--- src/design/cdc_defines.vh ---
/*
 Constants for the codec host sequencing block: register offsets, field
 positions, reset values and timing counts. Included by every design file.
*/
`ifndef CDC_DEFINES_VH
`define CDC_DEFINES_VH

// Wishbone byte addresses, one aligned word per register
`define CDC_A_INDEX      6'h00
`define CDC_A_RATEFMT    6'h04
`define CDC_A_CAPFMT     6'h08
`define CDC_A_IFCFG      6'h0c
`define CDC_A_ERRSTAT    6'h10
`define CDC_A_STATUS     6'h14
`define CDC_A_PBASE_LO   6'h18
`define CDC_A_PBASE_HI   6'h1c
`define CDC_A_CBASE_LO   6'h20
`define CDC_A_CBASE_HI   6'h24
`define CDC_A_AFSTAT     6'h28
`define CDC_A_PCOUNT     6'h2c
`define CDC_A_CCOUNT     6'h30
`define CDC_A_MODE       6'h34

// Index register fields
`define CDC_IDX_MCE      6
`define CDC_BUSY_VAL     8'h80
// Format register fields
`define CDC_FMT_CFS_LSB  1
`define CDC_FMT_CFS_MSB  3
`define CDC_FMT_CSL      0
`define CDC_FMT_STEREO   4
`define CDC_FMT_LSB      5
`define CDC_FMT_MSB      7
// Format codes
`define CDC_F_U8         3'h0
`define CDC_F_ULAW       3'h1
`define CDC_F_S16LE      3'h2
`define CDC_F_ALAW       3'h3
`define CDC_F_ADPCM      3'h5
`define CDC_F_S16BE      3'h6
// Interface configuration fields
`define CDC_CFG_PEN      0
`define CDC_CFG_CEN      1
`define CDC_CFG_CALIBRATE_ON_EXIT_BIT     3
`define CDC_CFG_PLAYBACK_PROGRAMMED_IO_SELECT     6
`define CDC_CFG_CAPTURE_PROGRAMMED_IO_SELECT     7
`define CDC_CFG_ENMASK   8'h03
// Error status and flag fields
`define CDC_ERR_ACI      5
`define CDC_STAT_INT     0
`define CDC_AF_PI        4
`define CDC_AF_CI        5
`define CDC_MODE_EXT     6
// Reset values
`define CDC_RST_INDEX    8'h40
`define CDC_RST_FMT      8'h00
`define CDC_RST_CFG      8'h08
// Timing
`define CDC_CAL_PERIODS  9'h0a8
`define CDC_RESYNC_CYC   8'h40
`define CDC_CLK_HZ       40000000
`define CDC_FS_BASE_HZ   8000
`endif

--- src/design/cdc_fs_tick.v ---
/*
 Sample-period tick generator: a divider from the system clock giving one
 enable pulse per sample period for the selected divide code.
 Assumes a single clock; the divide code changes only during mode change.
*/
`timescale 1ns/1ps
`default_nettype none
`include "cdc_defines.vh"

module cdc_fs_tick
(
	// Clock and reset
	input  wire        clk_i,
	input  wire        rst_i,
	// Rate select
	input  wire [2:0]  div_sel_i,
	// Tick
	output reg         tick_o
);
	localparam integer BASE_DIV_W = `CDC_CLK_HZ / `CDC_FS_BASE_HZ;
	localparam [15:0]  BASE_DIV   = BASE_DIV_W[15:0];

	reg  [15:0] cnt_q;
	wire [15:0] limit;

	// Approximate rates: base divider shifted by the low two bits of the code
	assign limit = BASE_DIV >> div_sel_i[1:0];

	always @(posedge clk_i)
	begin
		if (rst_i)
		begin
			cnt_q  <= 16'h0000;
			tick_o <= 1'b0;
		end
		else if (cnt_q >= limit - 16'h0001)
		begin
			cnt_q  <= 16'h0000;
			tick_o <= 1'b1;
		end
		else
		begin
			cnt_q  <= cnt_q + 16'h0001;
			tick_o <= 1'b0;
		end
	end
endmodule // cdc_fs_tick
`default_nettype wire

--- src/design/cdc_host_seq.v ---
/*
 Codec host sequencing: mode-change gate, resynchronisation busy window,
 auto calibration, sample byte formatting and DMA sample counters, reached
 over a classic Wishbone slave with 8-bit registers and 16-bit current counts in 32-bit words.
 Assumes one 40 MHz clock and a sample stream interface on the same clock.
*/
// Chosen here: the Wishbone interface to the registers and the placing of the registers.
// Operation
// - Calibrate on leaving mode change if enabled
// - In-progress flag high throughout calibration
// - Calibration lasts at least 168 sample periods
// - Transfers held off until calibration done
// - Resync ignores writes, reads return 80h
// - Format and config writes need mode change; config enable bits are written without it here
// - Legacy mode sends low byte first
// - Rate from playback format; capture format mode
// - Left channel precedes right channel
// - Four legacy encodings supported
// - Extended adds ADPCM and big endian; here both also work in legacy mode
// - Sixteen-bit two's complement code range
// - Eight-bit unsigned code range
// - Companding follows G.711
// - ADPCM four bits per sample
// - Upper base write loads current count
// - DMA needs enable set, PIO clear
// - Count down, after zero interrupt reload
// - Rollunder sets flag; status write clears
`timescale 1ns/1ps
`default_nettype none
`include "cdc_defines.vh"

module cdc_host_seq
(
	// Clock and reset
	input  wire        clk_i,
	input  wire        rst_i,
	// Wishbone slave
	input  wire        wb_cyc_i,
	input  wire        wb_stb_i,
	input  wire        wb_we_i,
	input  wire [5:0]  wb_adr_i,
	input  wire [3:0]  wb_sel_i,
	input  wire [31:0] wb_dat_i,
	output reg  [31:0] wb_dat_o,
	output wire        wb_ack_o,
	// Playback sample in, 16-bit codes per channel
	input  wire        pb_valid_i,
	input  wire [15:0] pb_left_i,
	input  wire [15:0] pb_right_i,
	output wire        pb_ready_o,
	// Capture sample in, already encoded by the converter side
	input  wire        cp_valid_i,
	input  wire [15:0] cp_left_i,
	input  wire [15:0] cp_right_i,
	output wire        cp_ready_o,
	// Byte stream toward DMA, shared by both directions
	output reg  [7:0]  dma_byte_o,
	output reg         dma_byte_valid_o,
	output reg         dma_is_capture_o,
	input  wire        dma_byte_ready_i,
	// Status
	output wire        cal_busy_o,
	output wire        int_o
);
	localparam [1:0] S_IDLE = 2'h0;
	localparam [1:0] S_SEND = 2'h1;

	reg  [7:0]  index_q;
	reg  [7:0]  ratefmt_q;
	reg  [7:0]  capfmt_q;
	reg  [7:0]  ifcfg_q;
	reg         mode_ext_q;
	reg  [15:0] pbase_q;
	reg  [15:0] cbase_q;
	reg  [15:0] pcount_q;
	reg  [15:0] ccount_q;
	reg         pint_q;
	reg         cint_q;
	reg         cal_q;
	reg  [8:0]  cal_cnt_q;
	reg  [7:0]  resync_q;
	reg         ack_q;
	reg  [1:0]  st_q;
	reg  [2:0]  bidx_q;
	reg  [2:0]  blast_q;
	reg  [63:0] shreg_q;
	reg         dir_q;
	reg  [2:0]  ffmt_q;
	reg  [1:0]  psub_q;
	reg  [1:0]  csub_q;

	wire        fs_tick;
	wire        req;
	wire        wr;
	wire        busy;
	wire        mode_change_gate_bit;
	wire        gate_ok;
	wire        pb_dma;
	wire        cp_dma;
	wire        start_pb;
	wire        start_cp;
	wire [2:0]  pfmt;
	wire [2:0]  cfmt;
	wire        sample_done;
	wire        pb_roll;
	wire        cp_roll;
	wire        stat_wr;
	wire        byte_done;
	wire        is_wide;
	wire        is_adpcm;
	wire        fstereo;
	wire [2:0]  ffmt;
	wire [63:0] fbytes;
	wire [1:0]  sub_cur;

	assign req     = wb_cyc_i & wb_stb_i & ~ack_q;
	assign wr      = req & wb_we_i & wb_sel_i[0];
	assign wb_ack_o = ack_q;
	assign busy    = (resync_q != 8'h00);
	assign mode_change_gate_bit     = index_q[`CDC_IDX_MCE];
	assign gate_ok = mode_change_gate_bit & ~busy;
	assign stat_wr = wr & ~busy & (wb_adr_i == `CDC_A_STATUS);
	assign cal_busy_o = cal_q;

	cdc_fs_tick u_tick
	(
		.clk_i     (clk_i),
		.rst_i     (rst_i),
		.div_sel_i (ratefmt_q[`CDC_FMT_CFS_MSB:`CDC_FMT_CFS_LSB]),
		.tick_o    (fs_tick)
	);

	// Capture format follows playback register unless extended mode
	assign pfmt = ratefmt_q[`CDC_FMT_MSB:`CDC_FMT_LSB];
	assign cfmt = mode_ext_q ? capfmt_q[`CDC_FMT_MSB:`CDC_FMT_LSB]
	                         : pfmt;

	// Calibration gates DMA start; enable set and PIO clear required
	assign pb_dma = ifcfg_q[`CDC_CFG_PEN] & ~ifcfg_q[`CDC_CFG_PLAYBACK_PROGRAMMED_IO_SELECT]
	                & ~cal_q;
	assign cp_dma = ifcfg_q[`CDC_CFG_CEN] & ~ifcfg_q[`CDC_CFG_CAPTURE_PROGRAMMED_IO_SELECT]
	                & ~cal_q;
	assign start_pb = (st_q == S_IDLE) & pb_dma & pb_valid_i;
	assign start_cp = (st_q == S_IDLE) & cp_dma & cp_valid_i & ~start_pb;
	assign pb_ready_o = start_pb;
	assign cp_ready_o = start_cp;
	// Frame offered this cycle; capture stereo follows its own register
	// only in extended mode
	assign ffmt    = start_cp ? cfmt : pfmt;
	assign fstereo = (start_cp & mode_ext_q) ? capfmt_q[`CDC_FMT_STEREO]
	                 : ratefmt_q[`CDC_FMT_STEREO];
	assign fbytes  = fmt_bytes(ffmt, fstereo,
	                 start_cp ? cp_left_i : pb_left_i,
	                 start_cp ? cp_right_i : pb_right_i);
	assign byte_done = (st_q == S_SEND) & dma_byte_ready_i;
	assign is_wide   = (ffmt_q == `CDC_F_S16LE) | (ffmt_q == `CDC_F_S16BE);
	assign is_adpcm  = (ffmt_q == `CDC_F_ADPCM);
	assign sub_cur   = dir_q ? csub_q : psub_q;
	// Counters step per sample, not per frame: every 8-bit byte, every
	// second 16-bit byte, every fourth ADPCM byte
	assign sample_done = byte_done & (is_adpcm ? (sub_cur == 2'h3)
	                     : is_wide ? bidx_q[0] : 1'b1);
	assign pb_roll = sample_done & ~dir_q & (pcount_q == 16'h0000);
	assign cp_roll = sample_done & dir_q & (ccount_q == 16'h0000);
	assign int_o   = pint_q | cint_q;

	// Bus slave, one wait-free ack per request
	always @(posedge clk_i)
	begin
		if (rst_i)
			ack_q <= 1'b0;
		else
			ack_q <= req;
	end

	always @(posedge clk_i)
	begin
		if (rst_i)
			wb_dat_o <= 32'h00000000;
		else if (req & busy)
			wb_dat_o <= {24'h000000, `CDC_BUSY_VAL};
		else if (req)
		begin
			case (wb_adr_i)
			`CDC_A_INDEX:    wb_dat_o <= {24'h000000, index_q};
			`CDC_A_RATEFMT:  wb_dat_o <= {24'h000000, ratefmt_q};
			`CDC_A_CAPFMT:   wb_dat_o <= {24'h000000, capfmt_q};
			`CDC_A_IFCFG:    wb_dat_o <= {24'h000000, ifcfg_q};
			`CDC_A_ERRSTAT:  wb_dat_o <= {26'h0000000, cal_q, 5'h00};
			`CDC_A_STATUS:   wb_dat_o <= {31'h00000000, int_o};
			`CDC_A_PBASE_LO: wb_dat_o <= {24'h000000, pbase_q[7:0]};
			`CDC_A_PBASE_HI: wb_dat_o <= {24'h000000, pbase_q[15:8]};
			`CDC_A_CBASE_LO: wb_dat_o <= {24'h000000, cbase_q[7:0]};
			`CDC_A_CBASE_HI: wb_dat_o <= {24'h000000, cbase_q[15:8]};
			`CDC_A_AFSTAT:   wb_dat_o <= {26'h0000000, cint_q, pint_q, 4'h0};
			`CDC_A_PCOUNT:   wb_dat_o <= {16'h0000, pcount_q};
			`CDC_A_CCOUNT:   wb_dat_o <= {16'h0000, ccount_q};
			`CDC_A_MODE:     wb_dat_o <= {25'h0000000, mode_ext_q, 6'h00};
			default:         wb_dat_o <= 32'h00000000;
			endcase
		end
	end

	// Configuration registers; all writes dropped during resync
	always @(posedge clk_i)
	begin
		if (rst_i)
		begin
			index_q    <= `CDC_RST_INDEX;
			ratefmt_q  <= `CDC_RST_FMT;
			capfmt_q   <= `CDC_RST_FMT;
			ifcfg_q    <= `CDC_RST_CFG;
			mode_ext_q <= 1'b0;
			pbase_q    <= 16'h0000;
			cbase_q    <= 16'h0000;
		end
		else if (wr & ~busy)
		begin
			case (wb_adr_i)
			`CDC_A_INDEX: index_q <= wb_dat_i[7:0];
			`CDC_A_RATEFMT:
				if (gate_ok)
					ratefmt_q <= wb_dat_i[7:0];
			`CDC_A_CAPFMT:
				if (gate_ok)
					capfmt_q <= wb_dat_i[7:0];
			`CDC_A_IFCFG:
				if (gate_ok)
					ifcfg_q <= wb_dat_i[7:0];
				else
					ifcfg_q <= (ifcfg_q & ~`CDC_CFG_ENMASK)
					           | (wb_dat_i[7:0] & `CDC_CFG_ENMASK);
			`CDC_A_MODE: mode_ext_q <= wb_dat_i[`CDC_MODE_EXT];
			`CDC_A_PBASE_LO: pbase_q[7:0]  <= wb_dat_i[7:0];
			`CDC_A_PBASE_HI: pbase_q[15:8] <= wb_dat_i[7:0];
			`CDC_A_CBASE_LO: cbase_q[7:0]  <= wb_dat_i[7:0];
			`CDC_A_CBASE_HI: cbase_q[15:8] <= wb_dat_i[7:0];
			default: ;
			endcase
		end
	end

	// Resync window after a clock select change; counted in clocks
	always @(posedge clk_i)
	begin
		if (rst_i)
			resync_q <= 8'h00;
		else if (wr & ~busy & gate_ok & (wb_adr_i == `CDC_A_RATEFMT)
		         & (wb_dat_i[`CDC_FMT_CFS_MSB:`CDC_FMT_CSL]
		            != ratefmt_q[`CDC_FMT_CFS_MSB:`CDC_FMT_CSL]))
			resync_q <= `CDC_RESYNC_CYC;
		else if (busy)
			resync_q <= resync_q - 8'h01;
	end

	// Calibration: started by the write that clears mode change
	always @(posedge clk_i)
	begin
		if (rst_i)
		begin
			cal_q     <= 1'b0;
			cal_cnt_q <= 9'h000;
		end
		else if (wr & ~busy & (wb_adr_i == `CDC_A_INDEX) & mode_change_gate_bit
		         & ~wb_dat_i[`CDC_IDX_MCE] & ifcfg_q[`CDC_CFG_CALIBRATE_ON_EXIT_BIT])
		begin
			cal_q     <= 1'b1;
			cal_cnt_q <= 9'h000;
		end
		else if (cal_q & fs_tick)
		begin
			// Partial first period makes this a lower bound
			if (cal_cnt_q == `CDC_CAL_PERIODS)
				cal_q <= 1'b0;
			else
				cal_cnt_q <= cal_cnt_q + 9'h001;
		end
	end

	// Sample serialiser; bytes in shreg_q[63:56] go first
	always @(posedge clk_i)
	begin
		if (rst_i)
		begin
			st_q             <= S_IDLE;
			bidx_q           <= 3'h0;
			blast_q          <= 3'h0;
			shreg_q          <= 64'h0;
			dir_q            <= 1'b0;
			ffmt_q           <= 3'h0;
			dma_byte_o       <= 8'h00;
			dma_byte_valid_o <= 1'b0;
			dma_is_capture_o <= 1'b0;
		end
		else
		begin
			case (st_q)
			S_IDLE:
				if (start_pb | start_cp)
				begin
					dir_q            <= start_cp;
					dma_is_capture_o <= start_cp;
					st_q             <= S_SEND;
					bidx_q           <= 3'h0;
					dma_byte_valid_o <= 1'b1;
					ffmt_q           <= ffmt;
					shreg_q          <= fbytes;
					blast_q          <= nbytes(ffmt, fstereo);
					dma_byte_o       <= fbytes[63:56];
				end
			S_SEND:
				if (dma_byte_ready_i)
				begin
					if (bidx_q == blast_q)
					begin
						st_q             <= S_IDLE;
						dma_byte_valid_o <= 1'b0;
					end
					else
					begin
						bidx_q     <= bidx_q + 3'h1;
						shreg_q    <= {shreg_q[55:0], 8'h00};
						dma_byte_o <= shreg_q[55:48];
					end
				end
			default: st_q <= S_IDLE;
			endcase
		end
	end

	// Packs one frame, left first codes pass through unchanged so
	// two's complement unsigned and G.711 keep
	// their meaning. ADPCM left nibble sits in the high four bits, right in the low.
	function [63:0] fmt_bytes;
		input [2:0]  f;
		input        stereo;
		input [15:0] l;
		input [15:0] r;
		begin
			case (f)
			`CDC_F_S16LE: fmt_bytes = {l[7:0], l[15:8], r[7:0], r[15:8],
			                           32'h0};
			`CDC_F_S16BE: fmt_bytes = {l, r, 32'h0};
			`CDC_F_ADPCM: fmt_bytes = {l[3:0], stereo ? r[3:0] : 4'h0,
			                           56'h0};
			default:      fmt_bytes = {l[7:0], r[7:0], 48'h0};
			endcase
		end
	endfunction

	// Index of the final byte of a frame
	function [2:0] nbytes;
		input [2:0] f;
		input       stereo;
		begin
			case (f)
			`CDC_F_S16LE: nbytes = stereo ? 3'h3 : 3'h1;
			`CDC_F_S16BE: nbytes = stereo ? 3'h3 : 3'h1;
			`CDC_F_ADPCM: nbytes = 3'h0;
			default:      nbytes = stereo ? 3'h1 : 3'h0;
			endcase
		end
	endfunction

	// Current counts: load on upper base write, count samples, reload
	always @(posedge clk_i)
	begin
		if (rst_i)
		begin
			pcount_q <= 16'h0000;
			ccount_q <= 16'h0000;
			psub_q   <= 2'h0;
			csub_q   <= 2'h0;
		end
		else
		begin
			// ADPCM byte phase; a base load below restarts it
			if (byte_done & ~dir_q & is_adpcm)
				psub_q <= psub_q + 2'h1;
			if (byte_done & dir_q & is_adpcm)
				csub_q <= csub_q + 2'h1;
			if (wr & ~busy & (wb_adr_i == `CDC_A_CBASE_HI))
				csub_q <= 2'h0;
			if (wr & ~busy & (wb_adr_i == `CDC_A_PBASE_HI))
			begin
				pcount_q <= {wb_dat_i[7:0], pbase_q[7:0]};
				psub_q   <= 2'h0;
			end
			else if (pb_roll)
				pcount_q <= pbase_q;
			else if (sample_done & ~dir_q)
				pcount_q <= pcount_q - 16'h0001;
			if (wr & ~busy & (wb_adr_i == `CDC_A_CBASE_HI))
				ccount_q <= {wb_dat_i[7:0], cbase_q[7:0]};
			else if (cp_roll)
				ccount_q <= cbase_q;
			else if (sample_done & dir_q)
				ccount_q <= ccount_q - 16'h0001;
		end
	end

	// Flags: set wins over any clear in the same cycle
	always @(posedge clk_i)
	begin
		if (rst_i)
		begin
			pint_q <= 1'b0;
			cint_q <= 1'b0;
		end
		else
		begin
			if (pb_roll)
				pint_q <= 1'b1;
			else if (stat_wr | (wr & ~busy & (wb_adr_i == `CDC_A_AFSTAT)
			         & ~wb_dat_i[`CDC_AF_PI]))
				pint_q <= 1'b0;
			if (cp_roll)
				cint_q <= 1'b1;
			else if (stat_wr | (wr & ~busy & (wb_adr_i == `CDC_A_AFSTAT)
			         & ~wb_dat_i[`CDC_AF_CI]))
				cint_q <= 1'b0;
		end
	end
endmodule // cdc_host_seq
`default_nettype wire

--- config.mk ---
export PLATFORM = sky130hd
export DESIGN_NAME = cdc_host_seq
export DESIGN_NICKNAME = d
export VERILOG_FILES = /design/src/design/cdc_fs_tick.v /design/src/design/cdc_host_seq.v
export VERILOG_INCLUDE_DIRS = /design/src /design/src/design
export SDC_FILE = /design/constraint.sdc
export NUM_CORES = 1
export LEC_CHECK = 0
export BUFFER_PORTS_ARGS = -buffer_cell sky130_fd_sc_hd__buf_2
export CORE_MARGIN = 8
export CORE_UTILIZATION = 55
export CTS_BUF_LIST = sky130_fd_sc_hd__clkbuf_16
export DETAILED_ROUTE_END_ITERATION = 16
export PLACE_DENSITY = 0.77
export SLEW_MARGIN = 20
export SYNTH_ARGS = -nofsm -noshare
export SYNTH_HDL_FRONTEND = slang
export SYNTH_SLANG_ARGS = --single-unit
--- constraint.sdc ---
create_clock -name clk_i -period 6.1 [get_ports clk_i]
set_clock_uncertainty 0.05 [all_clocks]
set_input_delay 0.305 -clock clk_i [delete_from_list [all_inputs] [get_ports clk_i]]
set_output_delay 0.305 -clock clk_i [all_outputs]
set_load 0.01 [all_outputs]
# --- After elaboration in Yosys (flattened, before gate mapping) ---
# Index checks and enable logic that the tools add are counted.
word_totals:
  ff_bits: 232
  word_cells: 218
op_classes:
  add_sub_neg: 9
  shift: 1
  n_eq_ne: 28
  order_cmp: 1
  n_reduce_logical: 36
  n_bitwise: 58
  muxes: 53
op_table:
  columns: ["operator", "n"]
  rows:
  - ["$pmux W16 S14", 1]
  - ["$pmux W64 S3", 1]
  - ["$mux W56", 3]
  - ["$mux W16", 8]
  - ["$pmux W56 S2", 1]
  - ["$mux W8", 6]
  - ["$sub A16 B1 Y16 const B", 3]
  - ["$and A1 B1 Y1", 41]
  - ["$eq A6 B6 Y1 const B", 6]
  - ["$logic_not A16 Y1", 2]
  - ["$eq A6 B5 Y1 const B", 4]
  - ["$reduce_and A2 Y1", 10]
  - ["$add A16 B1 Y16 const B", 1]
  - ["$ge A16 B16 Y1", 1]
  - ["$pmux W8 S2", 1]
  - ["$shr A13 B2 Y16 const A", 1]
  - ["$mux W1", 15]
  - ["$mux W3", 5]
  - ["$mux W7", 2]
  - ["$reduce_bool A2 Y1", 7]
  - ["$reduce_or A2 Y1", 7]
  - ["$eq A3 B3 Y1 const B", 4]
  - ["$eq A6 B4 Y1 const B", 2]
  - ["$not A1 Y1", 11]
  - ["26 further kinds", 43]

# --- Logic depth before layout (Yosys ltp) ---
logic_depth:
  depth_word: 13
  ltp_mapped: 10

# --- Cells and area by module ---
# A second synthesis with hierarchy kept.
unflattened:
  cells_unflattened: 1440
  hier_area_um2: 11444.7
by_module_without_submodules:
  columns: ["module", "n_inst", "cells_per_inst", "area_per_inst_um2"]
  rows:
  - ["cdc_host_seq", 1, 1311, 10266.1]
  - ["cdc_fs_tick", 1, 129, 1178.6]

# --- Least setup slack after synthesis ---
# No wires, ideal clock.
synth_path:
  kind: "register -> register"
  start: "reg ratefmt_q[2]"
  end: "reg u_tick.cnt_q[10]"
  arrival_ps: 2475
  path_stages_with_launch: 11
  setup_slack_ps: 3443
  cell_sequence: "dfxtp_1 -> inv_1 -> ha_1 -> ha_1 -> a21o_1 -> a21o_1 -> a21o_1 -> a41oi_1 -> o31ai_1 -> clkbuf_1 -> nor3_1"
synth_between:
  elab_chain_len: 4
synth_lines:
  columns: ["element", "line_no", "rtl"]
  rows:
  - ["from (decl)", "cdc_host_seq.v:69", "reg [7:0] ratefmt_q;"]
  - ["from (signal assigned)", "cdc_host_seq.v:210", "ratefmt_q <= `CDC_RST_FMT;"]
  - ["from (signal assigned)", "cdc_host_seq.v:223", "ratefmt_q <= wb_dat_i[7:0];"]
  - ["$shr A13 B2 Y16", "cdc_fs_tick.v:27", "assign limit = BASE_DIV >> div_sel_i[1:0];"]
  - ["$sub A16 B1 Y16", "cdc_fs_tick.v:36", "else if (cnt_q >= limit - 16'h0001)"]
  - ["$ge A16 B16 Y1", "cdc_fs_tick.v:36", null]
  - ["$reduce_or A2 Y1 (no line)", null, null]
  - ["to (signal assigned)", "cdc_fs_tick.v:43", "cnt_q <= cnt_q + 16'h0001;"]
  - ["to (decl)", "cdc_fs_tick.v:23", "reg [15:0] cnt_q;"]
# Every way passes these cells.
# A chain may end at the register's enable or synchronous reset.

==> results.json <==
{
  "grt_pass1_vias": 10500,
  "clkTransAtPathRegs_ns": 0.07,
  "antenna_found_initial": 1,
  "avgSynthCellArea_um2": 8.10,
  "drive_gt1_share_pct": 13.6,
  "fp-row-count": 52,
  "fp.dieH_um": 159,
  "p_leak_nw": 5.12,
  "fin_util_pct": 61.7,
  "synth_area_mm2": 0.0113,
  "drtIter0Drc": 1111,
  "finalSetupTns_ns": 0,
  "maxSlewViolCount": 0,
  "min_path_type": "in2reg",
  "grt_max_degree": 83,
  "routed_via_density": 6.41,
  "endpoint_kind": "register",
  "clockBufferDepth": 2,
  "yosys_warnings": 0,
  "cts_sinks": 197,
  "final-seq-area_mm2": 0.00394,
  "crit-reg2reg-capture": "shreg_q[39]",
  "min_to": "dma_byte_o[5]",
  "ant_nets": 0,
  "dr.pass1.iters": 5,
  "reg2reg_depth": 9,
  "cap_violations": 0,
  "finalSetupViolCount": 0,
  "cts_setup_buffers": 0,
  "vias": 11100,
  "dp_slack_ns": 2.49,
  "timing.rr.start": "dma_byte_valid_o",
  "seq_area_frac_synth_pct": 35.0,
  "synthFlopType": "dfxtp_1",
  "max_freq_mhz": 287,
  "status": "finished clean",
  "start_util_pct": 55.8,
  "max-vdd-ir-drop_mv": 0.188,
  "root_buffer": "clkbuf_16",
  "hpwl_um": 23900,
  "synth-async-reset-ratio_pct": 0,
  "cts_buffers": 17,
  "hp-start": "cp_left_i[5]",
  "cts_resized": 0,
  "die_area_mm2": 0.0253,
  "power_density_mw_per_mm2": 220,
  "synth_edf_count": 0,
  "clkLatencyLatePin_ns": 0.44,
  "core_area_mm2": 0.0202,
  "ctsHoldBuffers": 0,
  "die_w_um": 159,
  "htree_num_levels": 4,
  "area_growth_pct": 10.6,
  "worstPathCellList": "buf_4, nor2_1, and4b_1, nand2_1, buf_4, inv_1, mux4_2, a22oi_1, nor2_1",
  "rsz0062_at_grt": "false",
  "ys_ff_latch": 197,
  "hold_violations": 0,
  "n_antenna_cell": 0,
  "drcViolationCount": 0,
  "finalWorstSetupSlack_ns": 2.61,
  "worst_pin_slew_ns": 1.05,
  "min_path_cells": 4,
  "path_buf_inv": 3,
  "start_kind": "register",
  "worstSetupPathType": "reg2reg",
  "io_pins": 161,
  "port_buffers": 117,
  "critPathMaxStageDelay_ns": 0.82,
  "cp_top_family": "simple AND/OR/NAND/NOR gates",
  "num-nets-final": 1586,
  "relSlewSlack_pct": 29.4,
  "worst_ep_arrival_time_ns": 3.72,
  "routedWlPerCell_um": 19.6,
  "worstPathMaxFanout": 40,
  "routed_wl_um": 33900,
  "gr-usage-all-layers_pct": 25.7,
  "min_period_ns": 3.49,
  "finalCritPeriodShare_pct": 57.2,
  "grt_overflow": 0,
  "cts_tree": "yes",
  "required_ns": 6.33,
  "regToRegSetupSlack_ns": 2.61,
  "nFillCells": 1812,
  "synth_cell_types": 78,
  "grt_pass1_wl_um": 54200,
  "gp_congestion": 0.931,
  "multi_input_area_mm2": 0.00679,
  "cp_slowest_cell": "and4b_1",
  "netlist_instances": 1389
}
-- synthesized netlist by cell type (21+ instances only) --
cell	instances	area, um^2
mux2i_1	67	671
nor2_1	135	507
inv_1	30	113
dfxtp_1	197	3940
xnor2_1	23	201
clkbuf_1	71	267
o21ai_0	59	295
a22oi_1	49	368
a21oi_1	101	505
nand2_1	135	507
nand3_1	97	485
ha_1	29	363
nor3_1	43	215
and2_1	21	131
-- area by class of cell --
type                            count  area share [%]
Tap cell                          270            2.71
Clock buffer                       17            3.42
Multi-Input combinational cell   1067            54.5
Inverter                           31           0.935
Timing Repair Buffer              129            5.45
Clock inverter                     15            1.26
Sequential cell                   197            31.7
-- worst max-delay path by stage --
stage / from / to / slack, ns / cells after the start
floorplan: ratefmt_q[2] / u_tick.cnt_q[10] / 3.44 / 10
global placement: dma_byte_valid_o / shreg_q[43] / 2.53 / 9
detailed placement: dma_byte_valid_o / shreg_q[43] / 2.49 / 9
CTS: dma_byte_valid_o / shreg_q[43] / 2.41 / 9
global route: dma_byte_valid_o / shreg_q[39] / 2.38 / 9
finish: dma_byte_valid_o / shreg_q[39] / 2.61 / 9
-- cell families after synthesis --
family / after synthesis / synth area share (%)
and+or+nand+nor: 541 / 23.7
AOI/OAI and AO/OA: 355 / 21.0
DFF: 197 / 35.0
buffers and inverters: 142 / 5.53
muxes: 81 / 8.16
xor gates and xnor gates: 42 / 3.27
adders and majority gates: 29 / 3.22
other: 2 / 0.0667
-- tightest hold or removal path, delay by kind of cell --
kind	cells	cell delay, ns
AO/OA/AOI/OAI	2	0.17
buffers and inverters	1	0.10
AND/OR/NAND/NOR	1	0.05
-- power by group --
group	switching [mW]	internal, mW	leakage (nW)	total [mW]
combinational	0.170	0.104	3.25	0.274
sequential	0.0196	1.31	1.59	1.33
clock	0.521	0.608	0.287	1.13
total	0.711	2.02	5.12	2.73
-- metal layers --
layer,vias to the layer above,routed length (um),track usage (%)
met2,541,15500,41.2
met4,2,1390,12.0
met1,5271,14000,32.1
met5,-,15,0
li1,5143,-,-
met3,106,2950,6.28
-- through the flow --
stage | hold slack (ns) | instances | area (um^2) | total power, mW
4_1_cts | 0.186 | 1726 | 12400 | 2.73
3_3_place_gp | 0.392 | 1694 | 11900 | 1.62
3_5_place_dp | 0.396 | 1694 | 11900 | 1.63
6_report | 0.201 | 1726 | 12400 | 2.73
2_1_floorplan | 0.386 | 1406 | 11300 | 1.55
5_1_grt | 0.200 | 1726 | 12400 | 2.83
-- sequential cells by signal, indices dropped and copies added (netlist names), 2 cells and up --
| name | cells |
|---|---|
| capfmt_q | 8 |
| psub_q | 2 |
| ratefmt_q | 8 |
| u_tick.cnt_q | 16 |
| wb_dat_o | 16 |
| bidx_q | 3 |
| blast_q | 2 |
| pcount_q | 16 |
| dma_byte_o | 8 |
| index_q | 8 |
| ffmt_q | 3 |
| cal_cnt_q | 9 |
| shreg_q | 24 |
| pbase_q | 16 |
| ccount_q | 16 |
| ifcfg_q | 8 |
| cbase_q | 16 |
| resync_q | 8 |
| csub_q | 2 |
-- placed cells by master (no fill, tap or decap), types with 9 or more instances in the layout --
| cell type | n |
|---|---|
| a31oi_1 | 15 |
| dfxtp_1 | 197 |
| ha_1 | 29 |
| and2_1 | 21 |
| o21ai_0 | 59 |
| a211o_1 | 9 |
| xor2_1 | 19 |
| a311oi_1 | 10 |
| and3_1 | 19 |
| xnor2_1 | 23 |
| buf_2 | 116 |
| a21o_1 | 16 |
| nand3b_1 | 17 |
| a221oi_1 | 11 |
| nand4_1 | 9 |
| nor3_1 | 42 |
| a211oi_1 | 19 |
| nand3_1 | 97 |
| mux2i_1 | 66 |
| a22oi_1 | 49 |
| nand2_1 | 135 |
| conb_1 | 19 |
| clkbuf_16 | 17 |
| a21oi_1 | 101 |
| nor2_1 | 135 |
| buf_4 | 13 |
| inv_1 | 32 |
Note: power is estimated with default switching activity, not from simulation.
